$ cat src/scr_map.vh
// Register offsets, field layouts, reset values and timing constants
`ifndef SCR_MAP_VH
`define SCR_MAP_VH

// =====================================================================
// Register offsets (register indices on the internal register port)
// =====================================================================
`define SCR_ADDR_PRES_GAIN      8'h00
`define SCR_ADDR_CURRENT        8'h01
`define SCR_ADDR_RAW_PRES       8'h02
`define SCR_ADDR_RAW_TEMP       8'h03
`define SCR_ADDR_RATE           8'h04
`define SCR_ADDR_FLAG_MASK      8'h05
`define SCR_ADDR_EXCITATION     8'h06
`define SCR_ADDR_TEMP_GAIN      8'h07
`define SCR_ADDR_CORR_PRES      8'h08

// =====================================================================
// Reset values
// =====================================================================
`define SCR_RST_PRES_GAIN       8'h00
`define SCR_RST_CURRENT         3'h0
`define SCR_RST_RATE            4'h0
`define SCR_RST_FLAG_MASK       10'h0ff
`define SCR_RST_EXCITATION      3'h0
`define SCR_RST_TEMP_GAIN       8'h00
`define SCR_RST_RESULT          16'h0000

// =====================================================================
// Field layouts and codes
// =====================================================================
`define SCR_PGAIN_RANGE         5:4
`define SCR_PGAIN_STEP          3:0
`define SCR_PGAIN_HI_STEP       3:2
`define SCR_PGAIN_RANGE_LOW     2'h0
`define SCR_PGAIN_RANGE_HIGH    2'h1
`define SCR_TGAIN_STEP          3:0
`define SCR_RATE_PRES           3:1
`define SCR_RATE_TEMP           0
`define SCR_RATE_MAX            4'h9
`define SCR_EXC_OFF             3'h0
`define SCR_EXC_CURRENT         3'h1
`define SCR_EXC_MAX             3'h5
`define SCR_FLAG_EXCITATION_PIN_FAULT      11
`define SCR_FLAG_THERM_FAULT    10
`define SCR_FLAG_MASKED         9:0

// =====================================================================
// Timing
// =====================================================================
`define SCR_CLK_PERIOD_PS       5000
`define SCR_SWITCH_1K_PS        500000000
`define SCR_TEMP_RATIO_1SPS     10'h3e8
`define SCR_TEMP_RATIO_10SPS    10'h064

`endif

$ cat src/scr_conv_seq.v
// Conversion sequencer: pressure starts at the chosen rate, temperature slotted between
`timescale 1ns/10ps
`default_nettype none
`include "scr_map.vh"

module scr_conv_seq #(
    parameter integer SWITCH_CYCLES = `SCR_SWITCH_1K_PS / `SCR_CLK_PERIOD_PS
) (
    input  wire       clock_in,
    input  wire       reset_in,
    input  wire [2:0] pres_rate_in,
    input  wire       temp_fast_in,
    output reg        pres_start_out,
    output reg        temp_start_out
);

    localparam [17:0] SWITCH_BASE = SWITCH_CYCLES[17:0];

    reg  [17:0] phase_reg;
    reg  [13:0] pres_count_reg;
    reg         temp_due_reg;
    wire [17:0] switch_len;
    wire [17:0] period_len;
    wire [13:0] temp_ratio;

    // Switch time halves with each rate step; the pressure period is twice it
    assign switch_len = SWITCH_BASE >> pres_rate_in;
    assign period_len = {switch_len[16:0], 1'b0};
    // Temperature rate is fixed in sps, so pressure starts per slot double each step
    assign temp_ratio = temp_fast_in ? ({4'h0, `SCR_TEMP_RATIO_10SPS} << pres_rate_in)
                                     : ({4'h0, `SCR_TEMP_RATIO_1SPS} << pres_rate_in);

    always @(posedge clock_in or posedge reset_in) begin
        if (reset_in) begin
            phase_reg      <= 18'h0_0000;
            pres_count_reg <= 14'h0000;
            temp_due_reg   <= 1'b0;
            pres_start_out <= 1'b0;
            temp_start_out <= 1'b0;
        end else begin
            pres_start_out <= 1'b0;
            temp_start_out <= 1'b0;
            // Pressure cadence never waits for temperature
            if (phase_reg >= period_len - 18'h0_0001) begin
                phase_reg      <= 18'h0_0000;
                pres_start_out <= 1'b1;
                if (pres_count_reg >= temp_ratio - 14'h0001) begin
                    pres_count_reg <= 14'h0000;
                    temp_due_reg   <= 1'b1;
                end else begin
                    pres_count_reg <= pres_count_reg + 14'h0001;
                end
            end else begin
                phase_reg <= phase_reg + 18'h0_0001;
            end
            // Temperature slot one switch time after the pressure start
            if (temp_due_reg && phase_reg == switch_len - 18'h0_0001) begin
                temp_start_out <= 1'b1;
                temp_due_reg   <= 1'b0;
            end
        end
    end

endmodule
`default_nettype wire

$ cat src/scr_regs.v
// Sensor front-end configuration and measurement register bank
`timescale 1ns/10ps
`default_nettype none
`include "scr_map.vh"

// How it works
// - Three-bit bridge current code selects 250 to 750 microamps.
// - Raw pressure holds latest uncalibrated pressure conversion, read only.
// - Pressure values are 16-bit two's complement, zero at mid-scale.
// - Pressure LSB is 1/32768 of full scale, passed unchanged.
// - Raw temperature holds latest uncalibrated signed temperature conversion, read only.
// - Rate bits 3:1 pick pressure 1 to 16 ksps; bit 0 picks 1 or 10 sps temperature.
// - Pressure to temperature switch time is half the pressure period.
// - Temperature conversions slot between pressure ones without delaying them.
// - Each mask bit enables the status flag at the same position.
// - Mask resets to 0x0ff.
// - Bridge drive codes: off, current, 4V, 3.3V, 1.8V, 2.3V; off after reset.
// - Current drive uses internal ADC reference; voltage drive uses bridge voltage.
// - Temperature gain bits 3:0 pick 1.5 to 90 V/V.
// - Temperature gain bits 7:4 are spare and never decoded.
// - Corrected pressure holds latest calibrated pressure, same format.
// - Drive and thermistor pin faults always reach the alert, unmasked.
// - Pressure gain bits 7:6 are reserved and never decoded.
module scr_regs #(
    parameter integer SWITCH_CYCLES = `SCR_SWITCH_1K_PS / `SCR_CLK_PERIOD_PS
) (
    input  wire        clock_in,
    input  wire        reset_in,
    // Register port from the serial management interface
    input  wire [7:0]  reg_addr_in,
    input  wire        reg_wr_in,
    input  wire [15:0] reg_wdata_in,
    input  wire        reg_rd_in,
    output reg  [15:0] reg_rdata_out,
    output reg         reg_rvalid_out,
    // Conversion results from the ADC and calibration engine
    input  wire        adc_done_in,
    input  wire        adc_is_temp_in,
    input  wire [15:0] adc_data_in,
    input  wire        cal_pres_done_in,
    input  wire [15:0] cal_pres_data_in,
    // Status flags from the status block
    input  wire [11:0] status_flags_in,
    // Analog settings, conversion starts, ready strobes and alert
    output reg  [11:0] pres_gain_vv_out,
    output reg  [9:0]  temp_gain_tenths_out,
    output reg  [9:0]  bridge_current_ua_out,
    output reg  [2:0]  excitation_mode_out,
    output reg         adc_ref_bridge_out,
    output reg  [2:0]  pres_rate_out,
    output reg         temp_fast_out,
    output wire        pres_start_out,
    output wire        temp_start_out,
    output reg         pres_ready_out,
    output reg         temp_ready_out,
    output reg         alert_n_out
);

    // =================================================================
    // Decode functions
    // =================================================================
    function [11:0] pres_gain_decode;
        input [7:0] code;
        begin
            pres_gain_decode = 12'h00a;
            if (code[`SCR_PGAIN_RANGE] == `SCR_PGAIN_RANGE_LOW) begin
                case (code[`SCR_PGAIN_STEP])
                    4'h0:    pres_gain_decode = 12'h00a;
                    4'h1:    pres_gain_decode = 12'h00f;
                    4'h2:    pres_gain_decode = 12'h014;
                    4'h3:    pres_gain_decode = 12'h018;
                    4'h4:    pres_gain_decode = 12'h028;
                    4'h5:    pres_gain_decode = 12'h03c;
                    4'h6:    pres_gain_decode = 12'h048;
                    4'h7:    pres_gain_decode = 12'h05a;
                    4'h8:    pres_gain_decode = 12'h06c;
                    4'h9:    pres_gain_decode = 12'h07e;
                    4'ha:    pres_gain_decode = 12'h090;
                    4'hb:    pres_gain_decode = 12'h0a0;
                    4'hc:    pres_gain_decode = 12'h0b4;
                    4'hd:    pres_gain_decode = 12'h0c8;
                    4'he:    pres_gain_decode = 12'h0fc;
                    default: pres_gain_decode = 12'h005;
                endcase
            end else begin
                case (code[1:0])
                    2'h0:    pres_gain_decode = 12'h21c;
                    2'h1:    pres_gain_decode = 12'h438;
                    2'h2:    pres_gain_decode = 12'h5a0;
                    default: pres_gain_decode = 12'h9d8;
                endcase
            end
        end
    endfunction

    function pres_gain_valid;
        input [7:0] code;
        begin
            pres_gain_valid = (code[`SCR_PGAIN_RANGE] == `SCR_PGAIN_RANGE_LOW) ||
                              (code[`SCR_PGAIN_RANGE] == `SCR_PGAIN_RANGE_HIGH &&
                               code[`SCR_PGAIN_HI_STEP] == 2'h0);
        end
    endfunction

    function [9:0] temp_gain_decode;
        input [3:0] step;
        begin
            case (step)
                4'h0:    temp_gain_decode = 10'h00f;
                4'h1:    temp_gain_decode = 10'h014;
                4'h2:    temp_gain_decode = 10'h01e;
                4'h3:    temp_gain_decode = 10'h032;
                4'h4:    temp_gain_decode = 10'h03c;
                4'h5:    temp_gain_decode = 10'h064;
                4'h6:    temp_gain_decode = 10'h096;
                4'h7:    temp_gain_decode = 10'h0c8;
                4'h8:    temp_gain_decode = 10'h0f0;
                4'h9:    temp_gain_decode = 10'h12c;
                4'ha:    temp_gain_decode = 10'h168;
                4'hb:    temp_gain_decode = 10'h190;
                4'hc:    temp_gain_decode = 10'h1c2;
                4'hd:    temp_gain_decode = 10'h258;
                4'he:    temp_gain_decode = 10'h2d0;
                default: temp_gain_decode = 10'h384;
            endcase
        end
    endfunction

    function [9:0] current_decode;
        input [2:0] code;
        begin
            case (code)
                3'h0:    current_decode = 10'h0fa;
                3'h1:    current_decode = 10'h12c;
                3'h2:    current_decode = 10'h190;
                3'h3:    current_decode = 10'h1c2;
                3'h4:    current_decode = 10'h1f4;
                3'h5:    current_decode = 10'h226;
                3'h6:    current_decode = 10'h28a;
                default: current_decode = 10'h2ee;
            endcase
        end
    endfunction

    // =================================================================
    // Register storage
    // =================================================================
    reg  [7:0]  pressure_amp_gain_reg;
    reg  [2:0]  bridge_current_select_reg;
    reg  [15:0] raw_pressure_result_reg;
    reg  [15:0] raw_temperature_result_reg;
    reg  [3:0]  conversion_rate_select_reg;
    reg  [9:0]  flag_mask_reg;
    reg  [2:0]  bridge_excitation_select_reg;
    reg  [7:0]  temperature_amp_gain_reg;
    reg  [15:0] corrected_pressure_result_reg;
    reg  [15:0] rdata_next;
    wire        wr_pgain;
    wire        wr_rate;
    wire        wr_exc;

    assign wr_pgain = reg_wr_in && reg_addr_in == `SCR_ADDR_PRES_GAIN;
    assign wr_rate  = reg_wr_in && reg_addr_in == `SCR_ADDR_RATE;
    assign wr_exc   = reg_wr_in && reg_addr_in == `SCR_ADDR_EXCITATION;

    always @(posedge clock_in or posedge reset_in) begin
        if (reset_in) begin
            pressure_amp_gain_reg        <= `SCR_RST_PRES_GAIN;
            bridge_current_select_reg    <= `SCR_RST_CURRENT;
            conversion_rate_select_reg   <= `SCR_RST_RATE;
            flag_mask_reg                <= `SCR_RST_FLAG_MASK;
            bridge_excitation_select_reg <= `SCR_RST_EXCITATION;
            temperature_amp_gain_reg     <= `SCR_RST_TEMP_GAIN;
        end else if (reg_wr_in) begin
            case (reg_addr_in)
                `SCR_ADDR_PRES_GAIN:  pressure_amp_gain_reg        <= reg_wdata_in[7:0];
                `SCR_ADDR_CURRENT:    bridge_current_select_reg    <= reg_wdata_in[2:0];
                `SCR_ADDR_RATE:       conversion_rate_select_reg   <= reg_wdata_in[3:0];
                `SCR_ADDR_FLAG_MASK:  flag_mask_reg                <= reg_wdata_in[9:0];
                `SCR_ADDR_EXCITATION: bridge_excitation_select_reg <= reg_wdata_in[2:0];
                `SCR_ADDR_TEMP_GAIN:  temperature_amp_gain_reg     <= reg_wdata_in[7:0];
                // Result registers take no write
                default: begin
                end
            endcase
        end
    end

    // =================================================================
    // Measurement capture
    // =================================================================
    always @(posedge clock_in or posedge reset_in) begin
        if (reset_in) begin
            raw_pressure_result_reg       <= `SCR_RST_RESULT;
            raw_temperature_result_reg    <= `SCR_RST_RESULT;
            corrected_pressure_result_reg <= `SCR_RST_RESULT;
            pres_ready_out                <= 1'b0;
            temp_ready_out                <= 1'b0;
        end else begin
            pres_ready_out <= adc_done_in && !adc_is_temp_in;
            temp_ready_out <= adc_done_in && adc_is_temp_in;
            // Whole-word capture, two's complement kept bit for bit
            if (adc_done_in && !adc_is_temp_in) begin
                raw_pressure_result_reg <= adc_data_in;
            end
            if (adc_done_in && adc_is_temp_in) begin
                raw_temperature_result_reg <= adc_data_in;
            end
            if (cal_pres_done_in) begin
                corrected_pressure_result_reg <= cal_pres_data_in;
            end
        end
    end

    // =================================================================
    // Applied analog selections
    // =================================================================
    always @(posedge clock_in or posedge reset_in) begin
        if (reset_in) begin
            pres_gain_vv_out      <= 12'h00a;
            temp_gain_tenths_out  <= 10'h00f;
            bridge_current_ua_out <= 10'h0fa;
            excitation_mode_out   <= `SCR_EXC_OFF;
            adc_ref_bridge_out    <= 1'b0;
            pres_rate_out         <= 3'h0;
            temp_fast_out         <= 1'b0;
        end else begin
            // Bits 7:6 never reach the decoder; reserved codes keep the old gain
            if (wr_pgain && pres_gain_valid(reg_wdata_in[7:0])) begin
                pres_gain_vv_out <= pres_gain_decode({2'h0, reg_wdata_in[5:0]});
            end
            temp_gain_tenths_out  <= temp_gain_decode(temperature_amp_gain_reg[`SCR_TGAIN_STEP]);
            bridge_current_ua_out <= current_decode(bridge_current_select_reg);
            if (wr_exc && reg_wdata_in[2:0] <= `SCR_EXC_MAX) begin
                excitation_mode_out <= reg_wdata_in[2:0];
                // Bridge reference for any voltage drive, internal otherwise
                adc_ref_bridge_out  <= reg_wdata_in[2:0] > `SCR_EXC_CURRENT;
            end
            if (wr_rate && reg_wdata_in[3:0] <= `SCR_RATE_MAX) begin
                pres_rate_out <= reg_wdata_in[`SCR_RATE_PRES];
                temp_fast_out <= reg_wdata_in[`SCR_RATE_TEMP];
            end
        end
    end

    // =================================================================
    // Conversion sequencer
    // =================================================================
    scr_conv_seq #(
        .SWITCH_CYCLES (SWITCH_CYCLES)
    ) u_seq (
        .clock_in       (clock_in),
        .reset_in       (reset_in),
        .pres_rate_in   (pres_rate_out),
        .temp_fast_in   (temp_fast_out),
        .pres_start_out (pres_start_out),
        .temp_start_out (temp_start_out)
    );

    // =================================================================
    // Alert
    // =================================================================
    always @(posedge clock_in or posedge reset_in) begin
        if (reset_in) begin
            alert_n_out <= 1'b1;
        end else begin
            alert_n_out <= !((|(status_flags_in[`SCR_FLAG_MASKED] & flag_mask_reg)) ||
                             status_flags_in[`SCR_FLAG_EXCITATION_PIN_FAULT] ||
                             status_flags_in[`SCR_FLAG_THERM_FAULT]);
        end
    end

    // =================================================================
    // Read path
    // =================================================================
    always @* begin
        rdata_next = 16'h0000;
        case (reg_addr_in)
            `SCR_ADDR_PRES_GAIN:  rdata_next = {8'h00, pressure_amp_gain_reg};
            `SCR_ADDR_CURRENT:    rdata_next = {13'h0000, bridge_current_select_reg};
            `SCR_ADDR_RAW_PRES:   rdata_next = raw_pressure_result_reg;
            `SCR_ADDR_RAW_TEMP:   rdata_next = raw_temperature_result_reg;
            `SCR_ADDR_RATE:       rdata_next = {12'h000, conversion_rate_select_reg};
            `SCR_ADDR_FLAG_MASK:  rdata_next = {6'h00, flag_mask_reg};
            `SCR_ADDR_EXCITATION: rdata_next = {13'h0000, bridge_excitation_select_reg};
            `SCR_ADDR_TEMP_GAIN:  rdata_next = {8'h00, temperature_amp_gain_reg};
            `SCR_ADDR_CORR_PRES:  rdata_next = corrected_pressure_result_reg;
            default:              rdata_next = 16'h0000;
        endcase
    end

    always @(posedge clock_in or posedge reset_in) begin
        if (reset_in) begin
            reg_rdata_out  <= 16'h0000;
            reg_rvalid_out <= 1'b0;
        end else begin
            reg_rvalid_out <= reg_rd_in;
            if (reg_rd_in) begin
                reg_rdata_out <= rdata_next;
            end
        end
    end

endmodule
`default_nettype wire

$ cat config.mk
export PLATFORM = sky130hd
export DESIGN_NAME = scr_regs
export DESIGN_NICKNAME = d
export VERILOG_FILES = /design/src/scr_conv_seq.v /design/src/scr_regs.v
export VERILOG_INCLUDE_DIRS = /design/src
export SDC_FILE = /design/constraint.sdc
export NUM_CORES = 1
export LEC_CHECK = 0
export ABC_AREA = 0
export ABC_CLOCK_PERIOD_IN_PS = 4200
export BUFFER_PORTS_ARGS = -buffer_cell sky130_fd_sc_hd__buf_2
export CAP_MARGIN = 20
export CORE_MARGIN = 1.5
export CORE_UTILIZATION = 54
export CTS_BUF_LIST = sky130_fd_sc_hd__clkbuf_4
export DETAILED_ROUTE_END_ITERATION = 8
export PLACE_DENSITY = 0.88
export SYNTH_ARGS = -nofsm -noshare
export SYNTH_HDL_FRONTEND = slang
export SYNTH_HIERARCHICAL = 1
export SYNTH_SLANG_ARGS = --single-unit
$ cat constraint.sdc
create_clock -name clock_in -period 4.2 [get_ports clock_in]
set_input_delay 0.42 -clock clock_in [delete_from_list [all_inputs] [get_ports clock_in]]
set_output_delay 0.42 -clock clock_in [all_outputs]
set_load 0.1 [all_outputs]
==> flow_summary.yaml <==
pwr:
  p_int_mw: 2.36
  power_density_mw_per_mm2: 319
  switching_share_pct: 35.3
  pwr-share-seq_pct: 52.3
  vdd_drop_max_mv: 0.228
  power.share.clock_pct: 28.9
  p_switching_mw: 1.29
  combPwrFrac_pct: 18.8
  p_leak_nw: 5.34
yosys:
  synth.most_common_cell: "dfrtp_1"
  synth_compound_gate_area_share_pct: 12.4
  synth_simple_gate_area_share_pct: 15.0
  ys_ff_latch: 178
  netlist_instances: 960
  synth_top_area_cell: "dfrtp_1"
  synth_xor_area_share_pct: 3.54
  yosysTopAreaCellShare_pct: 38.7
  muxShareOfSynthArea_pct: 13.4
  synth_edf_count: 0
  synth_top_family_by_area: "simple AND/OR/NAND/NOR gates"
  yosysUniqueCellTypes: 88
  avgSynthCellArea_um2: 10.6
  yosys_warnings: 6
  synth_nets: 1094
  yosys.area_share.adder_pct: 7.45
  async_flop_share_pct: 100
  syn_area_mm2: 0.0101
  synth_area_leaders: "dfrtp_1 (39%), mux2_2 (9.5%), ha_1 (7.2%)"
  synth_sequential_area_ratio_pct: 44.2
  synthTopCellsByCount: "dfrtp_1 (157), mux2_2 (86), nand2_1 (69)"
  synth_ff_type: "dfrtp_1"
job:
  drv_cap: 0
critical_path:
  ff2ff_path_depth: 15
  cp-start-kind: "register"
  cp.required_ns: 4.71
  end_kind: "register"
  critPathKind: "register to register"
  critPathCapture: "u_seq/pres_count_reg[8]"
  reg2reg_slack_ns: 0.31
  critPathArrivalTime_ns: 4.40
  crit_start: "pres_rate_out[0]"
  critPathMaxFanout: 14
  r2r_end: "u_seq/pres_count_reg[8]"
  regToRegStartpoint: "pres_rate_out[0]"
clock_tree:
  cts_max_level: 4
  insertion_delay_ns: 0.63
  cts_setup_buffers: 0
  numCtsBuffers: 17
  cts_resized: 0
  cts_root_buf: "clkbuf_4"
  clockBufferDepth: 2
  clk_pin_slew_ns: 0.18
  cts_tree: "done"
  cts.sinks: 178
global_route:
  grt.met3_usage_pct: 4.72
  antenna_found_initial: 1
  grt_max_degree: 144
  grt_first_pass_wirelength_um: 39100
  grt_busiest_layer: "met2"
  grt_overflow: 0
  gr-usage-all-layers_pct: 25.1
  grt_pass1_vias: 7693
  met2_usage_pct: 42.3
  grt_use_met1_pct: 32.8
detailed_routing:
  drc_errors: 0
  first_pass_iters: 6
  wl_um: 23900
  wl_per_cell_um: 18.1
  drtAntennaViolNets: 0
  via_count: 7932
  viasPerCell: 6.00
  drtIter0Drc: 596
finish:
  layout.nets: 1212
  drive_above_1_share_pct: 29.1
  final_area_mm2: 0.0114
  area_growth_pct: 12.5
  largest_reg_flops: 18
  fillers: 1437
  postLayoutCoreUtil_pct: 62.7
sta:
  max_slew_margin_pct: 44.8
  clock_skew_ns: 0.0225
  fin_crit_sh_pct: 92.6
  fmaxAchievable_mhz: 257
  fin_crit_ns: 3.89
  hold_slack_ns: 0.0162
  rsz0062_at_grt: "no"
  final_max_slew_viol_count: 0
  tightest_slew_ns: 0.825
  hold_viol: 0
  setup_viol: 0
  fin_tns_setup_ns: 0
floorplan:
  num_rows: 49
  core-area_mm2: 0.0182
  pin_count: 137
  die_h_um: 140
  start_util_pct: 55.7
  dieArea_mm2: 0.0196
  fp.dieW_um: 140
hold_path:
  hold_class: "input port to register"
placement:
  routabilityCongestion: 0.874
  dp_hpwl_um: 16900
  dpl-instance-area_mm2: 0.0110
  portBuffers: 129
outcome:
  status: "completed"
[cells in the final DEF, fill, tap and decap left out, types with 16 or more instances in the layout]
cell | synthesis | final
a21oi_1 | 36 | 36
a22o_1 | 16 | 16
buf_2 | 14 | 129
clkbuf_4 | 1 | 17
dfrtp_1 | 157 | 154
dfstp_2 | 21 | 21
ha_1 | 58 | 57
inv_1 | 33 | 32
mux2_2 | 86 | 86
mux2i_1 | 26 | 26
nand2_1 | 69 | 69
nand3_1 | 37 | 37
nand4_1 | 18 | 18
nor2_1 | 65 | 65
nor2b_1 | 19 | 19
o21ai_0 | 38 | 38
xnor2_1 | 21 | 21
xor2_1 | 20 | 20
[kinds of logic after synthesis]
family | after synthesis
compound gates | 182
xor+xnor | 41
fa+ha+maj | 60
buf+inv | 94
flops | 178
mux | 120
other cells | 1
simple gates | 284
[power groups by stage]
stage	clock network, mW	registers [mW]	logic, mW
after floorplan	0	2.10	0.335
after global placement	0	1.93	0.655
after detailed placement	0	1.93	0.675
after CTS	1.07	1.90	0.681
after global routing	1.13	1.92	0.738
final	1.05	1.90	0.686
[routing by layer]
metal / up-vias / wire (µm)
met5: - / 0
met2: 256 / 11800
li1: 3713 / -
met1: 3922 / 10200
met3: 41 / 1360
met4: 0 / 517
[metrics by stage]
step	instances	setup slack, ns	power (mW)
floorplan	960	0.0129	2.44
global placement	1275	0.496	2.58
detailed placement	1275	0.413	2.61
CTS	1312	0.358	3.65
global route	1321	0.000543	3.79
finish	1321	0.310	3.64
[worst max-delay path: stages (launching register included)]
cell and delay [ns]:
dfrtp_2 0.44, buf_4 0.20, ha_1 0.29, nor3b_1 0.20
o21bai_1 0.13, a221oi_2 0.32, nand2_1 0.14, nor3b_2 0.25
xor2_1 0.10, ha_1 0.31, nand4_1 0.13, a211oi_1 0.21
o21a_1 0.18, or2_0 0.46, o21ai_0 0.19, a22o_1 0.27
[timing repair]
item	in CTS	in global routing
endpoints found under the hold margin	39	11
endpoints found under the setup margin	0	0
hold buffers	5	8
[worst min path at each step]
| stage | slack, ns | cells past startpoint | start | end |
|---|---|---|---|---|
| final | 0.02 | 2 | cal_pres_data_in[7] | corrected_pressure_result_reg[7] |
| after global routing | 0.001 | 2 | cal_pres_data_in[4] | corrected_pressure_result_reg[4] |
| after CTS | 0.004 | 2 | cal_pres_data_in[7] | corrected_pressure_result_reg[7] |
| after detailed placement | 0.46 | 2 | pres_gain_vv_out[11] | pres_gain_vv_out[11] |
| after global placement | 0.46 | 2 | pres_gain_vv_out[11] | pres_gain_vv_out[11] |
| after floorplan | 0.45 | 2 | bridge_excitation_select_reg[2] | bridge_excitation_select_reg[2] |
[area by class of cell]
class	count	area, µm²	area share, %
Multi-Input combinational cell	688	5270	46.2
Sequential cell	178	4480	39.3
Timing Repair Buffer	158	908	7.96
Tap cell	229	287	2.51
Clock inverter	15	200	1.75
Inverter	35	135	1.18
Clock buffer	17	128	1.12
Antenna cell	1	2.50	0.0219
Note: power is estimated with default switching activity, not from simulation.
